`src/include/acr_pkg.sv`:
```
// Package of register offsets, field positions and reset values for the
// accelerator control register bank. Assumes a 32-bit register port.
package acr_pkg;

	// ----------------------------------------------------------------
	// Register offsets (byte addresses)
	// ----------------------------------------------------------------
	localparam logic [7:0] ADDR_CTRL     = 8'h00;
	localparam logic [7:0] ADDR_GIE      = 8'h04;
	localparam logic [7:0] ADDR_IER      = 8'h08;
	localparam logic [7:0] ADDR_ISR      = 8'h0c;
	localparam logic [7:0] ADDR_ARG_IN   = 8'h10;
	localparam logic [7:0] ADDR_ARG_HS   = 8'h14;
	localparam logic [7:0] ADDR_ARG_OUT  = 8'h18;
	localparam logic [7:0] ADDR_ARG_OHS  = 8'h1c;

	// ----------------------------------------------------------------
	// Field positions
	// ----------------------------------------------------------------
	localparam int CTRL_LAUNCH   = 0;
	localparam int CTRL_DONE     = 1;
	localparam int CTRL_IDLE     = 2;
	localparam int CTRL_READY    = 3;
	localparam int CTRL_RELAUNCH = 7;
	localparam int GIE_BIT       = 0;
	localparam int IRQ_DONE      = 0;
	localparam int IRQ_READY     = 1;
	localparam int HS_VLD        = 0;
	localparam int HS_ACK        = 1;
	localparam int NUM_IRQ       = 2;

	// ----------------------------------------------------------------
	// Reset values
	// ----------------------------------------------------------------
	localparam logic [31:0] RST_WORD = 32'h0000_0000;
	localparam logic        RST_BIT  = 1'b0;

endpackage

```
`src/hw/acr_irq.sv`:
```
// Interrupt status, enables and global gate for the register bank.
// Assumes one-cycle event pulses from the same clock domain.
`timescale 1ns/100ps
module acr_irq
	import acr_pkg::*;
(
	input  wire logic               i_ref_clk,
	input  wire logic               i_rst_n,
	input  wire logic [NUM_IRQ-1:0] i_event,
	input  wire logic [NUM_IRQ-1:0] i_toggle,
	input  wire logic [NUM_IRQ-1:0] i_enable,
	input  wire logic               i_global_en,
	output logic      [NUM_IRQ-1:0] o_status,
	output logic                    o_irq
);
	logic [NUM_IRQ-1:0] status;
	logic [NUM_IRQ-1:0] next_status;

	// ----------------------------------------------------------------
	// Sticky status
	// ----------------------------------------------------------------
	// An enabled event in the toggle cycle wins so no enabled event is lost
	always_comb begin
		next_status = (status ^ i_toggle) | (i_event & i_enable);
	end

	always_ff @(posedge i_ref_clk) begin
		if (!i_rst_n) begin
			status <= '0;
		end else begin
			status <= next_status;
		end
	end

	assign o_status = status;
	assign o_irq    = i_global_en & (|(status & i_enable));

	chk_irq_needs_gie : assert property (@(posedge i_ref_clk) disable iff (!i_rst_n)
		o_irq |-> i_global_en) else $error("irq without global enable");
	chk_event_sets_stat : assert property (@(posedge i_ref_clk) disable iff (!i_rst_n)
		(i_event[0] && i_enable[0]) |=> status[0]) else $error("event lost");
endmodule

```
`src/hw/acr_launch.sv`:
```
// Launch request sequencer: software launch, relaunch and hold until accept.
// Assumes core strobes from the same clock domain.
`timescale 1ns/100ps
module acr_launch
	import acr_pkg::*;
(
	input  wire logic i_ref_clk,
	input  wire logic i_rst_n,
	input  wire logic i_launch_wr,
	input  wire logic i_relaunch_en,
	input  wire logic i_input_accept,
	input  wire logic i_completion,
	output logic      o_launch_request
);
	logic launch;
	logic next_launch;

	// ----------------------------------------------------------------
	// Launch hold
	// ----------------------------------------------------------------
	// Request stands until the core accepts it, then self-clears unless relaunch is enabled
	always_comb begin
		next_launch = launch;
		if (launch && i_input_accept) begin
			next_launch = i_relaunch_en;
		end
		if (i_launch_wr) begin
			next_launch = 1'b1;
		end
		if (i_relaunch_en && i_completion) begin
			next_launch = 1'b1;
		end
	end

	always_ff @(posedge i_ref_clk) begin
		if (!i_rst_n) begin
			launch <= RST_BIT;
		end else begin
			launch <= next_launch;
		end
	end

	assign o_launch_request = launch;

	chk_launch_on_write : assert property (@(posedge i_ref_clk) disable iff (!i_rst_n)
		i_launch_wr |=> o_launch_request) else $error("launch not raised");
	chk_relaunch_done : assert property (@(posedge i_ref_clk) disable iff (!i_rst_n)
		(i_relaunch_en && i_completion) |=> o_launch_request)
		else $error("no relaunch");
endmodule

```
`src/hw/acr_regs.sv`:
```
// Control and status register bank for a synthesized accelerator core.
// Assumes a single-cycle strobe register port and a core on the same clock.
//
// Chosen here: the address map and the address-and-strobe port.
`timescale 1ns/100ps

module acr_regs
	import acr_pkg::*;
#(
	parameter int ARG_W = 32
)
(
	input  wire logic             i_ref_clk,
	input  wire logic             i_rst_n,
	input  wire logic [7:0]       i_addr,
	input  wire logic [31:0]      i_wdata,
	input  wire logic             i_wr,
	input  wire logic             i_rd,
	output logic      [31:0]      o_rdata,
	output logic                  o_launch_request,
	input  wire logic             i_completion_flag,
	input  wire logic             i_idle_flag,
	input  wire logic             i_input_accept_flag,
	output logic                  o_output_consumed_ack,
	output logic      [ARG_W-1:0] o_scalar_argument,
	output logic                  o_argument_valid_bit,
	input  wire logic             i_in_argument_acknowledge_bit,
	input  wire logic [ARG_W-1:0] i_scalar_argument,
	input  wire logic             i_out_argument_valid_bit,
	output logic                  o_argument_acknowledge_bit,
	output logic                  o_irq
);
	// Wider arguments would not fit the 32-bit register word
	if (ARG_W < 1 || ARG_W > 32) begin : g_bad_arg_w
		$error("ARG_W must be 1 to 32");
	end

	// ----------------------------------------------------------------
	// Decode
	// ----------------------------------------------------------------
	function automatic logic hit(input logic [7:0] a, input logic [7:0] r);
		return a == r;
	endfunction

	logic wr_ctrl;
	logic wr_gie;
	logic wr_ier;
	logic wr_isr;
	logic wr_arg;
	logic wr_hs;
	logic wr_ohs;
	assign wr_ctrl = i_wr && hit(i_addr, ADDR_CTRL);
	assign wr_gie  = i_wr && hit(i_addr, ADDR_GIE);
	assign wr_ier  = i_wr && hit(i_addr, ADDR_IER);
	assign wr_isr  = i_wr && hit(i_addr, ADDR_ISR);
	assign wr_arg  = i_wr && hit(i_addr, ADDR_ARG_IN);
	assign wr_hs   = i_wr && hit(i_addr, ADDR_ARG_HS);
	assign wr_ohs  = i_wr && hit(i_addr, ADDR_ARG_OHS);

	// ----------------------------------------------------------------
	// Software state
	// ----------------------------------------------------------------
	logic               relaunch_en;
	logic               gie;
	logic [NUM_IRQ-1:0] ier;
	logic [ARG_W-1:0]   arg_in;
	logic               argument_valid_bit;
	logic               argument_acknowledge_bit;
	logic               consumed;
	logic               done_seen;
	logic               next_relaunch_en;
	logic               next_gie;
	logic [NUM_IRQ-1:0] next_ier;
	logic [ARG_W-1:0]   next_arg_in;
	logic               next_argument_valid_bit;
	logic               next_argument_acknowledge_bit;
	logic               next_consumed;
	logic               next_done_seen;

	always_comb begin
		next_relaunch_en = relaunch_en;
		next_gie         = gie;
		next_ier         = ier;
		next_arg_in      = arg_in;
		next_argument_valid_bit     = 1'b0;
		next_argument_acknowledge_bit     = 1'b0;
		next_consumed    = 1'b0;
		next_done_seen   = done_seen;
		if (wr_ctrl) begin
			next_relaunch_en = i_wdata[CTRL_RELAUNCH];
		end
		if (wr_gie) begin
			next_gie = i_wdata[GIE_BIT];
		end
		if (wr_ier) begin
			next_ier = i_wdata[NUM_IRQ-1:0];
		end
		if (wr_arg) begin
			next_arg_in = i_wdata[ARG_W-1:0];
		end
		// Valid and acknowledge are one-cycle pulses, like the core ports
		if (wr_hs) begin
			next_argument_valid_bit  = i_wdata[HS_VLD];
			next_consumed = i_wdata[HS_ACK];
		end
		if (wr_ohs) begin
			next_argument_acknowledge_bit = i_wdata[HS_ACK];
		end
		// Completion is sticky until read so a short pulse is seen
		if (i_rd && hit(i_addr, ADDR_CTRL)) begin
			next_done_seen = 1'b0;
		end
		if (i_completion_flag) begin
			next_done_seen = 1'b1;
		end
	end

	always_ff @(posedge i_ref_clk) begin
		if (!i_rst_n) begin
			relaunch_en <= RST_BIT;
			gie         <= RST_BIT;
			ier         <= '0;
			arg_in      <= '0;
			argument_valid_bit     <= RST_BIT;
			argument_acknowledge_bit     <= RST_BIT;
			consumed    <= RST_BIT;
			done_seen   <= RST_BIT;
		end else begin
			relaunch_en <= next_relaunch_en;
			gie         <= next_gie;
			ier         <= next_ier;
			arg_in      <= next_arg_in;
			argument_valid_bit     <= next_argument_valid_bit;
			argument_acknowledge_bit     <= next_argument_acknowledge_bit;
			consumed    <= next_consumed;
			done_seen   <= next_done_seen;
		end
	end

	assign o_scalar_argument          = arg_in;
	assign o_argument_valid_bit       = argument_valid_bit;
	assign o_argument_acknowledge_bit = argument_acknowledge_bit;
	assign o_output_consumed_ack      = consumed;

	// ----------------------------------------------------------------
	// Launch and interrupts
	// ----------------------------------------------------------------
	logic [NUM_IRQ-1:0] isr;
	logic [NUM_IRQ-1:0] irq_event;
	logic [NUM_IRQ-1:0] irq_toggle;

	assign irq_event[IRQ_DONE]  = i_completion_flag;
	assign irq_event[IRQ_READY] = i_input_accept_flag;
	assign irq_toggle           = wr_isr ? i_wdata[NUM_IRQ-1:0] : '0;

	acr_launch u_launch (
		.i_ref_clk        (i_ref_clk),
		.i_rst_n          (i_rst_n),
		.i_launch_wr      (wr_ctrl && i_wdata[CTRL_LAUNCH]),
		.i_relaunch_en    (relaunch_en),
		.i_input_accept   (i_input_accept_flag),
		.i_completion     (i_completion_flag),
		.o_launch_request (o_launch_request)
	);

	acr_irq u_irq (
		.i_ref_clk   (i_ref_clk),
		.i_rst_n     (i_rst_n),
		.i_event     (irq_event),
		.i_toggle    (irq_toggle),
		.i_enable    (ier),
		.i_global_en (gie),
		.o_status    (isr),
		.o_irq       (o_irq)
	);

	// ----------------------------------------------------------------
	// Read path
	// ----------------------------------------------------------------
	// Unmapped offsets and reserved bits read zero; no wait, always okay
	logic [31:0] rdata;
	logic [31:0] next_rdata;

	always_comb begin
		next_rdata = RST_WORD;
		if (i_rd) begin
			case (i_addr)
				ADDR_CTRL: begin
					next_rdata[CTRL_LAUNCH]   = o_launch_request;
					next_rdata[CTRL_DONE]     = done_seen | i_completion_flag;
					next_rdata[CTRL_IDLE]     = i_idle_flag;
					next_rdata[CTRL_READY]    = i_input_accept_flag;
					next_rdata[CTRL_RELAUNCH] = relaunch_en;
				end
				ADDR_GIE: begin
					next_rdata[GIE_BIT] = gie;
				end
				ADDR_IER: begin
					next_rdata[NUM_IRQ-1:0] = ier;
				end
				ADDR_ISR: begin
					next_rdata[NUM_IRQ-1:0] = isr;
				end
				ADDR_ARG_IN: begin
					next_rdata[ARG_W-1:0] = arg_in;
				end
				ADDR_ARG_HS: begin
					next_rdata[HS_ACK] = i_in_argument_acknowledge_bit;
				end
				ADDR_ARG_OUT: begin
					next_rdata[ARG_W-1:0] = i_scalar_argument;
				end
				ADDR_ARG_OHS: begin
					next_rdata[HS_VLD] = i_out_argument_valid_bit;
				end
				default: begin
					next_rdata = RST_WORD;
				end
			endcase
		end
	end

	always_ff @(posedge i_ref_clk) begin
		if (!i_rst_n) begin
			rdata <= RST_WORD;
		end else begin
			rdata <= next_rdata;
		end
	end

	assign o_rdata = rdata;

	// ----------------------------------------------------------------
	// Checks
	// ----------------------------------------------------------------
	chk_idle_readback : assert property (@(posedge i_ref_clk) disable iff (!i_rst_n)
		(i_rd && i_addr == ADDR_CTRL) |=> o_rdata[CTRL_IDLE] == $past(i_idle_flag))
		else $error("idle readback wrong");
	chk_ready_readback : assert property (@(posedge i_ref_clk) disable iff (!i_rst_n)
		(i_rd && i_addr == ADDR_CTRL) |=> o_rdata[CTRL_READY] == $past(i_input_accept_flag))
		else $error("ready readback wrong");
	chk_done_readback : assert property (@(posedge i_ref_clk) disable iff (!i_rst_n)
		(i_rd && i_addr == ADDR_CTRL && i_completion_flag) |=> o_rdata[CTRL_DONE])
		else $error("done readback lost");
	chk_arg_out_read : assert property (@(posedge i_ref_clk) disable iff (!i_rst_n)
		(i_rd && i_addr == ADDR_ARG_OUT) |=> o_rdata[ARG_W-1:0] == $past(i_scalar_argument))
		else $error("output argument readback wrong");
	chk_arg_in_write : assert property (@(posedge i_ref_clk) disable iff (!i_rst_n)
		wr_arg |=> o_scalar_argument == $past(i_wdata[ARG_W-1:0]))
		else $error("input argument not stored");
	chk_vld_pulse : assert property (@(posedge i_ref_clk) disable iff (!i_rst_n)
		(wr_hs && i_wdata[HS_VLD]) |=> o_argument_valid_bit ##1 !o_argument_valid_bit)
		else $error("valid not one pulse");
	chk_ack_pulse : assert property (@(posedge i_ref_clk) disable iff (!i_rst_n)
		(wr_ohs && i_wdata[HS_ACK]) |=> o_argument_acknowledge_bit)
		else $error("ack not raised");
	chk_consumed_cmd : assert property (@(posedge i_ref_clk) disable iff (!i_rst_n)
		(wr_hs && i_wdata[HS_ACK]) |=> o_output_consumed_ack)
		else $error("consumed ack missing");
	chk_ovld_read : assert property (@(posedge i_ref_clk) disable iff (!i_rst_n)
		(i_rd && i_addr == ADDR_ARG_OHS) |=> o_rdata[HS_VLD] == $past(i_out_argument_valid_bit))
		else $error("output valid readback wrong");
	chk_iack_read : assert property (@(posedge i_ref_clk) disable iff (!i_rst_n)
		(i_rd && i_addr == ADDR_ARG_HS)
		|=> o_rdata[HS_ACK] == $past(i_in_argument_acknowledge_bit))
		else $error("input ack readback wrong");
	chk_unmapped_zero : assert property (@(posedge i_ref_clk) disable iff (!i_rst_n)
		(i_rd && i_addr > ADDR_ARG_OHS) |=> o_rdata == RST_WORD)
		else $error("unmapped read not zero");
	chk_idle_bus_zero : assert property (@(posedge i_ref_clk) disable iff (!i_rst_n)
		!i_rd |=> o_rdata == RST_WORD) else $error("read data outside slot");
	chk_launch_readback : assert property (@(posedge i_ref_clk) disable iff (!i_rst_n)
		(i_rd && i_addr == ADDR_CTRL) |=> o_rdata[CTRL_LAUNCH] == $past(o_launch_request))
		else $error("launch readback wrong");
	chk_relaunch_readback : assert property (@(posedge i_ref_clk) disable iff (!i_rst_n)
		(i_rd && i_addr == ADDR_CTRL) |=> o_rdata[CTRL_RELAUNCH] == $past(relaunch_en))
		else $error("relaunch readback wrong");
	chk_ctrl_reserved : assert property (@(posedge i_ref_clk) disable iff (!i_rst_n)
		(i_rd && i_addr == ADDR_CTRL) |=> (o_rdata[6:4] == '0) && (o_rdata[31:8] == '0))
		else $error("control reserved bits not zero");
	chk_gie_readback : assert property (@(posedge i_ref_clk) disable iff (!i_rst_n)
		(i_rd && i_addr == ADDR_GIE) |=> o_rdata[GIE_BIT] == $past(gie))
		else $error("global enable readback wrong");
	chk_ier_readback : assert property (@(posedge i_ref_clk) disable iff (!i_rst_n)
		(i_rd && i_addr == ADDR_IER) |=> o_rdata[NUM_IRQ-1:0] == $past(ier))
		else $error("source enable readback wrong");
	chk_isr_reserved : assert property (@(posedge i_ref_clk) disable iff (!i_rst_n)
		(i_rd && i_addr == ADDR_ISR) |=> o_rdata[31:NUM_IRQ] == '0)
		else $error("status reserved bits not zero");
endmodule

```
`config.mk`:
```
export PLATFORM = sky130hd
export DESIGN_NAME = acr_regs
export DESIGN_NICKNAME = d
export VERILOG_FILES = /design/src/include/acr_pkg.sv /design/src/hw/acr_irq.sv /design/src/hw/acr_launch.sv /design/src/hw/acr_regs.sv
export SDC_FILE = /design/constraint.sdc
export NUM_CORES = 1
export LEC_CHECK = 0
export ABC_AREA = 0
export BUFFER_PORTS_ARGS = -buffer_cell sky130_fd_sc_hd__buf_2
export CORE_ASPECT_RATIO = 1.25
export CORE_MARGIN = 2
export CORE_UTILIZATION = 46
export DETAILED_ROUTE_END_ITERATION = 10
export PLACE_DENSITY = 0.85
export SYNTH_ARGS = -nofsm -noshare
export SYNTH_HDL_FRONTEND = slang
export SYNTH_SLANG_ARGS = --single-unit
```
`constraint.sdc`:
```
create_clock -name i_ref_clk -period 2.5 [get_ports i_ref_clk]
set_clock_uncertainty 0.1 [all_clocks]
set_input_delay 0.5 -clock i_ref_clk [delete_from_list [all_inputs] [get_ports i_ref_clk]]
set_output_delay 0.5 -clock i_ref_clk [all_outputs]
set_load 0.02 [all_outputs]
```
After elaboration in Yosys (flattened, before gate mapping). Cells that the tools add are included.

Input bits: 81. Register bits after elaboration: 75. Output and inout bits: 69. Word-level logic and storage cells: 54.

Bitwise logic cells: 6. Reductions and logical operators: 18. Multiplexer cells: 12. Equal/unequal tests: 7.

Operators by type and width (number): $pmux 24 s2 (1); $eq 8x5->1 const B (4); $eq 8x4->1 const B (2); $logic_and 1x1->1 (11); $eq 8x3->1 const B (1); $logic_not 8->1 (1); $pmux 1 s7 (1); $pmux 1 s6 (1); $pmux 2 s3 (1); $pmux 3 s2 (1); $reduce_and 2->1 (3); $mux 1 (5); $and 2x2->2 (2); $pmux 1 s3 (1); $reduce_bool 3->1 (1); $mux 2 (1); $or 2x2->2 (1); $reduce_bool 2->1 (1); $reduce_or 2->1 (1); $xor 2x2->2 (1); $and 1x1->1 (1); $or 1x1->1 (1).

Logic depth before layout (Yosys ltp). Gate-level depths: netlist of the first run.

Depth after elaboration: 5. Depth in mapped cells: 5. Mapped depth without buffers: 3.

By module. A second synthesis of the first run with hierarchy kept.

Cells, all modules: 365. Area, all modules: 3193.1 µm².

By module, submodules not included: acr_regs (seq. area each 1441.4 µm², times used 1, cells each 351, area an instance 3056.7 µm²); acr_irq (seq. area each 40.0 µm², times used 1, cells each 10, area an instance 93.8 µm²); acr_launch (seq. area each 20.0 µm², times used 1, cells each 4, area an instance 42.5 µm²).

Worst setup path after synthesis of the first run. No wires, ideal clock.

Path kind: input-to-reg. Start point: in i_addr[5]. End point: reg arg_in[7], in the netlist o_scalar_argument[7]. Data arrival time: 1825 ps. Data required time: 2328 ps. Path slack: 504 ps. Stages: 5. Path buffers: 2. Library setup time: 72 ps. Cells stage by stage: or3_1 buf_6 nor4_4 buf_6 mux2i_1.

Word-level cells in the longest chain between the ends: 2.

Ends and longest elaborated chain: start, declared (line acr_regs.sv:15) `input wire logic [7:0] i_addr,`; $eq 8x5->1 (line acr_regs.sv:42) `return a == r;`; $logic_and 1x1->1 (line acr_regs.sv:56) `assign wr_arg = i_wr && hit(i_addr, ADDR_ARG_IN);`; end signal, assigned (line acr_regs.sv:132) `arg_in <= next_arg_in;`; end, declared (line acr_regs.sv:66) `logic [ARG_W-1:0] arg_in;`.

Every way passes these cells. A chain may end at the register's enable or synchronous reset.

Worst setup path after layout of the first run.
Start point: in i_addr[5]. End point: reg arg_in[23], in the netlist o_scalar_argument[23].

Same word-level chain as after synthesis.

==> metrics.txt, run 1 <==
status=finished clean; WHS=between 0.2 and 0.3 ns; Inserted Diodes=0; Worst Path Required=2.66 ns; Final #Nets=roughly 530; RR Startpoint=done_seen; number of global-route vias before repair=2664; Worst R2R Setup Slack=1.06 ns; Setup TNS=0 ns; worst slew pin tran=roughly 0.75 ns; commonest non-fill, non-tap cells in the layout=buf_2, nand2_1, dfxtp_1; number of flops mapped to enable cells by yosys=0; Most used DFF post-synth=dfxtp_1; Clk Latency, worst-skew pair=0.34 ns; pwr dens=586.0 nW/um^2; Reg-to-Reg End=o_rdata[1]; detailed placement HPWL=6025 um; Final setup viols=0; Fillers=561; critical path class=input port to flop; htree depth=3; Setup crit end=o_scalar_argument[23]; worst reg2reg path depth=3; Cell Area, Placed=3836 um^2; Leak=1.905 nW; Routed Antenna Nets=0; period utilization=75.06%; DRT iter0 DRCs=125; port bufs=149; Die Area=7300 um^2; share of layout cells above drive strength 1=roughly 43%; total grt overflow=0; Distinct cells, synth=37; Routed WL per cell=14.53 um; Syn Inst Count=298; post-synthesis async set-or-reset flop share=0%; Hold Vio Cnt, Final=0; FMAX=532.9 MHz; sequential area share after synthesis=between 40% and 50%; crit path time final=1.876 ns; cell area after layout=4063 um^2; first-pass GRT wire length=12380 um; via count=2798; Max VDD drop=between 0.3 and 0.4 mV; die height=about 95 um; clk sinks=75; DRC violations left=0; I/O pins=150; critical-path maximum fanout=17; Total GRT Usage=21.64%; synthesized cell area=roughly 3000 um^2; clk buf depth=2; syn nets=379; DR vias/cell=5.181; Layout area overhead=33.24%; MaxCap Viol Count=0; DRT Pass-1 Iters=4; gpl congestion=0.9266; Min-Delay Path Class=input port to flop; DRT Wirelength=7848 um; most common cell after layout, fill and taps aside=buf_2; antenna violations before repair=0; CP Launch Point=i_addr[5]; Core ar.=6482 um^2; Initial Util=between 40% and 50%; Clock transition at path regs=0.08 ns; Final Max Slew Viols=0; Yosys reg bits=75; Synth Warn #=0; Slew headroom=around 49%; Num CTS Buffers=9; largest net degree at the start of global routing=36; Clk Tree Root Cell=clkbuf_8; Worst Setup End Kind=flop; post-CTS setup buffer count=0; CP Launch Type=input port; Crit path arrival time=2.04 ns; Syn Area/Cell=10.23 um^2; Pwr Total=around 0.0024 W; unrepaired setup endpoints after global routing=no; CTS-repair resized insts=0; Die X=approximately 77 um; CTS tree=done; Post-CTS Hold Fix Bufs=0; row count=33
[layout make-up]
type	count	area [um^2]	share of cell area [%]
sequential	75	1501	36.96
multi-input combinational	198	1386	34.12
timing repair buffer	159	820.8	20.20
clock buffer	10	137.6	3.388
tap	87	108.9	2.679
clock inverter	6	88.84	2.187
inverter	5	18.77	0.4620
[metal layers]
| metal | vias up | wire, um | GRT usage, % |
|---|---|---|---|
| met3 | 11 | 459 | 4.167 |
| met2 | 127 | 4116 | 38.96 |
| li1 | 1355 | - | - |
| met4 | 0 | 141 | 10.76 |
| met1 | 1305 | 3131 | 24.61 |
| met5 | - | 0 | 0 |
[critical path: stages]
cell     delay, ns
buf_2         0.11
or3_1         0.53
nor4_4        0.31
buf_4         0.34
mux2i_1       0.23
[synthesized netlist by cell type, drive strengths merged (3+ instances only)]
cell type,n,area (um^2)
inv,5,18.77
a21oi,4,20.02
nand2,75,281.5
mux2i,36,360.4
mux2,4,45.04
nor2,5,18.77
or3,3,20.02
a22oi,5,37.54
nor4,4,70.07
nor3,4,20.02
buf,9,101.4
a22o,27,245.2
clkbuf,11,41.29
dfxtp,75,1501
and4,3,26.28
[registers in the layout (all words and copies together) (netlist names)]
register,flops
o_argument_acknowledge_bit,1
o_argument_valid_bit,1
gie,1
relaunch_en,1
done_seen,1
u_launch.o_launch_request,1
ier,2
u_irq.o_status,2
o_rdata,32
o_output_consumed_ack,1
o_scalar_argument,32
[how the worst min path moves through the flow]
stage	startpoint	to	cells after the start
CTS	i_scalar_argument[20]	o_rdata[20]	2
floorplan	gie	gie	2
global route	i_scalar_argument[21]	o_rdata[21]	2
global placement	o_scalar_argument[7]	o_scalar_argument[7]	2
finish	i_scalar_argument[20]	o_rdata[20]	2
detailed placement	o_scalar_argument[25]	o_scalar_argument[25]	2
[cells by family after synthesis]
group / synth area share [%]
mux: 14.77
simple gates: 17.52
compound gates: 13.17
flops: 49.24
buf+inv: 5.294
[through the flow]
stage | cells | utilization [%] | setup WS [ns]
3_5_place_dp | 524 | 59.18 | 0.2523
3_3_place_gp | 524 | 59.18 | 0.3233
5_1_grt | 540 | 62.67 | 0.5000
4_1_cts | 540 | 62.67 | 0.6192
6_report | 540 | 62.67 | 0.6235
2_1_floorplan | 298 | - | 0.5037
[where the power goes]
group | switching [W] | internal, W
Sequential | 0.00000121 | 0.00120
Combinational | 0.0000840 | 0.0000717
Clock | 0.000439 | 0.000589
Total | 0.000524 | 0.00186
(Power assumes the default switching activity.)
==> inputs of run 2 (changes only) <==
--- a/config.mk
+++ b/config.mk
@@ -5,13 +5,13 @@
 export SDC_FILE = /design/constraint.sdc
 export NUM_CORES = 1
 export LEC_CHECK = 0
-export ABC_AREA = 0
+export ABC_AREA = 1
 export BUFFER_PORTS_ARGS = -buffer_cell sky130_fd_sc_hd__buf_2
 export CORE_ASPECT_RATIO = 1.25
 export CORE_MARGIN = 2
-export CORE_UTILIZATION = 46
+export CORE_UTILIZATION = 41
 export DETAILED_ROUTE_END_ITERATION = 10
-export PLACE_DENSITY = 0.85
+export PLACE_DENSITY = 0.81
 export SYNTH_ARGS = -nofsm -noshare
 export SYNTH_HDL_FRONTEND = slang
 export SYNTH_SLANG_ARGS = --single-unit
==> constraint.sdc (replaced) <==
create_clock -name i_ref_clk -period 1.6 [get_ports i_ref_clk]
set_clock_uncertainty 0.1 [all_clocks]
set_input_delay 0.32 -clock i_ref_clk [delete_from_list [all_inputs] [get_ports i_ref_clk]]
set_output_delay 0.32 -clock i_ref_clk [all_outputs]
set_load 0.02 [all_outputs]
==> run 2 against run 1 <==
Net effect: sequential power rose by 56%; die area up 8.8%; area after synthesis decreased by 2.7%; synthesized cell count is 34% higher; non-clock buffer count is 2 higher; wire length rose by 6.9%; setup slack worse by 0.54 ns; first-iteration DRC count is 10% lower; largest cell class unchanged; largest power group unchanged; highest routed layer unchanged.
==> metrics.txt, run 2 <==
most common cell after layout, fill and taps aside=buf_2; Routed WL per cell=12.97 um (-11%); Min-Delay Path Class=input port to flop; Inserted Diodes=0 (unchanged); Total GRT Usage=21.19% (-0.45 points); row count=34 (+3.0%); Synth Warn #=0 (unchanged); WHS Path Cells=3 (+1); Worst Setup End Kind=primary output; gpl congestion=0.8993 (-2.9%); CP Cell Sequence=nand2_1 -> a21oi_1 -> buf_2; DR vias/cell=4.733 (-8.7%); slowest CP cell=dfxtp_1; Synth top cells by count=nand2_1, nor2_1, dfxtp_1, a21oi_1, o21ai_0; MaxCap Viol Count=0 (unchanged); leading area contributor after synthesis=dfxtp_1; syn nets=479 (+26%); Yosys reg bits=75 (unchanged); total grt overflow=0 (unchanged); instance count on the critical path=3 (-2); Hold Vio Cnt, Final=0 (unchanged); Num CTS Buffers=9 (unchanged); post-CTS setup buffer count=0 (unchanged); Clk Tree Root Cell=clkbuf_8; Clk Latency, worst-skew pair=0.33 ns (about the same); Clock transition at path regs=0.09 ns (about the same); share of layout cells above drive strength 1=34.65% (-8.2 points); synthesized cell area=2968 um^2 (-2.7%); htree depth=3 (unchanged); Final setup viols=0 (unchanged); CP bufs+invs=1 (-1); worst slew pin tran=0.5015 ns (-0.2518 ns); Place WS=-0.007928 ns (-0.2602 ns); Setup crit end=o_irq; antenna violations before repair=0 (unchanged); Post-CTS Hold Fix Bufs=0 (unchanged); worst setup margin=0.08224 ns (-0.5413 ns); period utilization=94.86%; clk buf depth=2 (unchanged); Worst R2R Setup Slack=0.62 ns (-0.44 ns); DRT iter0 DRCs=112 (-10%); CP Launch Type=flop; CP delay by family, top=flip-flops; Max VDD drop=0.6001 mV (+92%); final core utilization=57.94% (-4.7 points); DRT Pass-1 Iters=4 (unchanged); critical path class=flop to primary output; Reg-to-Reg End=o_rdata[1]; Core ar.=6977 um^2 (+7.6%); Final Max Slew Viols=0 (unchanged); Area contributors post-synth=dfxtp_1, nand2_1, nor2_1; sequential area share after synthesis=50.59% (+1.3 points); FMAX=658.9 MHz; Die Area=7940 um^2 (+8.8%); unrepaired setup endpoints after global routing=no; Layout area overhead=36.21%; port bufs=149 (unchanged); Max stage delay on crit path=0.38 ns (-0.15 ns); Final #Nets=633 (+20%); Syn Inst Count=398 (+34%); first-pass GRT wire length=13230 um (+6.9%); pwr dens=924.3 nW/um^2 (+58%); number of flops mapped to enable cells by yosys=0 (unchanged); status=finished clean; Slew headroom=66.52% (+17 points); CTS tree=done; DRC violations left=0 (unchanged); die height=99.13 um (+4.3%); post-synthesis async set-or-reset flop share=0% (unchanged); via count=3062 (+9.4%); I/O pins=150 (unchanged); Worst Path Required=1.18 ns (-1.48 ns); RR Startpoint=done_seen; Distinct cells, synth=22 (-41%); Syn Area/Cell=7.457 um^2 (-27%); largest net degree at the start of global routing=31 (-14%); multi-input logic area=1222 um^2 (-12%); number of global-route vias before repair=2894 (+8.6%); Fillers=664 (+18%); detailed placement HPWL=6391 um (+6.1%); Initial Util=42.54% (-4.5 points); commonest non-fill, non-tap cells in the layout=buf_2, nand2_1, nor2_1; Die X=80.10 um (+4.3%); CP Launch Point=u_irq.o_status[1]; Setup TNS=0 ns (unchanged); worst reg2reg path depth=4 (+1); critical-path maximum fanout=4 (-13); DRT Wirelength=8390 um (+6.9%); area share of the largest cell type after synthesis=50.59% (+1.3 points); Routed Antenna Nets=0 (unchanged); Leak=2.083 nW (+9.3%); Crit path arrival time=1.10 ns (-0.94 ns); crit path time final=1.518 ns; count leader, synth=nand2_1; sequential cell area=1504 um^2 (+0.17%); clk sinks=75 (unchanged); Most used DFF post-synth=dfxtp_1
-- run 2: cell count changes after synthesis, moves of 18 or more --
cell	delta
a21oi_1	+34
mux2i_1	-36
o21ai_0	+26
inv_1	+18
a22o_1	-20
nor2_1	+75
-- run 2: cell families (layout without fill, tap and decap cells) --
| logic type | count (synthesis) | in the layout | synth area share, % |
|---|---|---|---|
| AND/OR/NAND/NOR | 198 | 198 | 27.99 |
| AO/OA/AOI/OAI | 78 | 78 | 13.20 |
| flip-flops | 75 | 75 | 50.59 |
| buffers and inverters | 47 | 206 | 8.221 |
-- run 2: timing repair --
action,4_1_cts,5_1_grt
setup endpoints to repair,0,1
hold endpoints to repair,0,0
gates resized for setup,0,2
-- run 2: worst min-delay path by stage --
stage / endpoint / slack [ns] / start
2_1_floorplan: done_seen / 0.34 / i_completion_flag
4_1_cts: o_scalar_argument[5] / 0.1 / i_wdata[5]
3_3_place_gp: gie / 0.36 / gie
3_5_place_dp: gie / 0.37 / gie
6_report: o_scalar_argument[22] / 0.11 / i_wdata[22]
5_1_grt: o_scalar_argument[26] / 0.09 / i_wdata[26]
-- run 2: final cells by class --
cell class | instances | area share (%)
Clock inverter | 6 | 2.352
Timing Repair Buffer | 161 | 21.29
Tap cell | 90 | 2.786
Sequential cell | 75 | 37.20
Inverter | 29 | 2.724
Multi-Input combinational cell | 276 | 30.24
Clock buffer | 10 | 3.405
-- run 2: metal layers --
metal	vias to the layer above	track usage, %	wire length, um
li1	1578	-	-
met1	1370	24.28	3331
met2	106	38.53	4456
met3	8	4.356	491
met4	0	7.301	109
met5	-	0	0
-- run 2: worst reg2reg max path, delay by kind of cell (launching register included) --
kind	cells	cell delay, ns
flops	1	0.32
compound gates	1	0.18
simple gates	3	0.26
-- run 2: metrics by stage --
| step | hold slack, ns | instances | instance area [um^2] | total power [W] |
|---|---|---|---|---|
| final | 0.1071 | 647 | 4043 | 0.003737 |
| after global routing | 0.08857 | 647 | 4043 | 0.003871 |
| after CTS | 0.09663 | 647 | 4040 | 0.003761 |
| after detailed placement | 0.3685 | 631 | 3807 | 0.002120 |
| after global placement | 0.3606 | 631 | 3807 | 0.002119 |
| after floorplan | 0.3374 | 398 | 2968 | 0.001982 |
-- run 2: power by group --
part,leakage (nW),total (W),internal (W),switching [W]
registers,0.605,0.00187,0.00187,0.00000318
logic,1.36,0.000205,0.0000951,0.000110
clock network,0.118,0.00166,0.000941,0.000718
==> inputs of run 3 (changes only) <==
--- a/config.mk
+++ b/config.mk
@@ -11,6 +11,7 @@
 export CORE_MARGIN = 2
 export CORE_UTILIZATION = 41
 export DETAILED_ROUTE_END_ITERATION = 10
+export HOLD_SLACK_MARGIN = 0.02
 export PLACE_DENSITY = 0.81
 export SYNTH_ARGS = -nofsm -noshare
 export SYNTH_HDL_FRONTEND = slang
==> constraint.sdc (replaced) <==
create_clock -name i_ref_clk -period 1.6 [get_ports i_ref_clk]
set_clock_uncertainty 0.1 [all_clocks]
set_input_delay 0.24 -clock i_ref_clk [delete_from_list [all_inputs] [get_ports i_ref_clk]]
set_output_delay 0.24 -clock i_ref_clk [all_outputs]
set_load 0.02 [all_outputs]
==> run 3 against run 2 <==
Net effect: critical path type unchanged; via count up 3.1%; cell area fell by 0.53%; critical path depth is the same; non-clock buffer count grew 3; sequential share of layout area is 0.13 points higher; highest routed layer unchanged.
==> metrics.txt, run 3 (same netlist as run 2, synthesis figures left out) <==
total grt overflow=0 (unchanged); Final setup viols=0 (unchanged); gpl congestion=0.8713 (-3.1%); Most Used Layer, Global Route=met2; Min-Delay Endpoint=o_scalar_argument[24]; via count=3156 (+3.1%); WHS=0.03014 ns (-0.07692 ns); Initial Util=42.54% (unchanged); DRT Pass-1 Iters=4 (unchanged); commonest non-fill, non-tap cells in the layout=buf_2, nand2_1, nor2_1; Fillers=635 (-4.4%); antenna violations before repair=0 (unchanged); htree depth=3 (unchanged); Max VDD drop=0.4156 mV (-31%); cell count after placement=629 (-0.32%); DRT iter0 DRCs=148 (+32%); Min-Delay Path Class=input port to flop; Core ar.=6977 um^2 (unchanged); met2 GRT Util=38.59% (+0.064 points); MaxCap Viol Count=0 (unchanged); DRT Wirelength=8564 um (+2.1%); Logic pwr share=6.2% (+0.7 points); largest net degree at the start of global routing=31 (unchanged); worst slew pin tran=0.5121 ns (+0.01058 ns); Reg-to-Reg End=o_rdata[1]; Cell Area, Placed=3792 um^2 (-0.39%); share of layout cells above drive strength 1=33.57% (-1.1 points); GR Layer Usage met3=5.717% (+1.4 points); Worst R2R Setup Slack=0.66 ns (+0.04 ns); Inserted Diodes=0 (unchanged); DR vias/cell=4.855 (+2.6%); Crit path arrival time=1.12 ns (+0.02 ns); first-pass GRT wire length=13270 um (+0.26%); Sw Ratio=23.82% (+1.6 points); crit path time final=1.457 ns (-0.06094 ns); Routed WL per cell=13.18 um (+1.6%); CTS-repair resized insts=0 (unchanged); RR Startpoint=done_seen; Hold Vio Cnt, Final=0 (unchanged); sequential share of power=55.3% (+5.2 points); multi-input logic area=1222 um^2 (unchanged); cell area after layout=4021 um^2 (-0.53%); Die X=80.10 um (unchanged); Final #Nets=636 (+0.47%); Worst Path Required=1.26 ns (+0.08 ns); Final Max Slew Viols=0 (unchanged); min-delay src=i_wdata[24]; switching pwr=0.0008066 W (-3.0%); Layout area overhead=35.50%; I/O pins=150 (unchanged); clk sinks=75 (unchanged); die height=99.13 um (unchanged); number of global-route vias before repair=2976 (+2.8%); Clk Latency, worst-skew pair=0.33 ns (about the same); post-CTS setup buffer count=0 (unchanged); Num CTS Buffers=9 (unchanged); most common cell after layout, fill and taps aside=buf_2; row count=34 (unchanged); worst reg2reg path depth=4 (unchanged); sequential cell area=1501 um^2 (-0.17%); Routed Antenna Nets=0 (unchanged); Clk Tree Root Cell=clkbuf_8; Setup TNS=0 ns (unchanged); CP Launch Type=flop; CTS tree=done; Die Area=7940 um^2 (unchanged); port bufs=149 (unchanged); Pint=0.002580 W (-11%); status=finished clean; critical-path maximum fanout=4 (unchanged); Clk network pwr share=38.5% (-5.9 points); met1 usage=22.79% (-1.5 points); pwr dens=842.1 nW/um^2 (-8.9%); Non-Filler Instances=650 (+0.46%); Leak=2.061 nW (-1.0%); DRC violations left=0 (unchanged); detailed placement HPWL=6348 um (-0.67%); critical path class=flop to primary output; CP Launch Point=ier[0]; Total GRT Usage=21.22% (+0.029 points); WHS Path Cells=3 (unchanged); clk buf depth=2 (unchanged); period utilization=91.05% (-3.8 points); Slew headroom=65.81% (-0.71 points); Worst Setup End Kind=primary output; Clock transition at path regs=0.08 ns (about the same); unrepaired setup endpoints after global routing=no; FMAX=686.4 MHz (+4.2%)
[run 3: cell types whose count changed in the layout (fill, tap and decap cells not counted)]
| cell | change |
|---|---|
| dlygate4sd3_1 | +5 |
| clkbuf_1 | +1 |
| buf_4 | -2 |
| clkinv_2 | +1 |
| bufinv_16 | -2 |
| clkinvlp_4 | +2 |
| dfxtp_1 | +2 |
| dfxtp_2 | -2 |
| inv_6 | -2 |
[run 3: cell type report]
type	count	area share [%]
Clock buffer	11	3.516
Timing Repair Buffer	164	22.28
Inverter	29	2.738
Sequential cell	75	37.34
Tap cell	90	2.800
Multi-Input combinational cell	276	30.40
Clock inverter	5	0.9334
[run 3: power groups by stage]
stage / registers [W] / logic, W / clock network (W)
floorplan: 0.00192 / 0.0000637 / 0
global placement: 0.00192 / 0.000198 / 0
detailed placement: 0.00192 / 0.000199 / 0
CTS: 0.00187 / 0.000206 / 0.00132
global route: 0.00187 / 0.000230 / 0.00141
finish: 0.00187 / 0.000210 / 0.00130
[run 3: per-layer routing]
metal  vias up  share of wire [%]
li1       1582                  -
met1      1429                 39
met3        16                6.5
met5         -                  0
met4         0                2.2
met2       129                 52
[run 3: how the worst max path moves through the flow]
stage / cells past startpoint / to
finish: 3 / o_irq
global route: 3 / o_irq
CTS: 3 / o_irq
detailed placement: 9 / o_scalar_argument[20]
global placement: 9 / o_scalar_argument[2]
floorplan: 9 / o_scalar_argument[10]
[run 3: metrics by stage]
stage / setup slack, ns / total power, W / util [%]
after CTS: 0.1234 / 0.003402 / 57.35
final: 0.1432 / 0.003387 / 57.64
after global placement: 0.09567 / 0.002114 / 54.36
after global routing: 0.05778 / 0.003514 / 57.64
after floorplan: 0.3329 / 0.001982 / -
after detailed placement: 0.06223 / 0.002115 / 54.36
[run 3: critical path: stages, from the launching register on]
cell	delay [ns]
dfxtp_1	0.41
nand2_1	0.07
a21oi_1	0.13
buf_2	0.18
[run 3: repair_timing]
item / in CTS / in global routing
hold buffers: 3 / 2
hold endpoints to repair: 3 / 2
endpoints found under the setup margin: 0 / 0
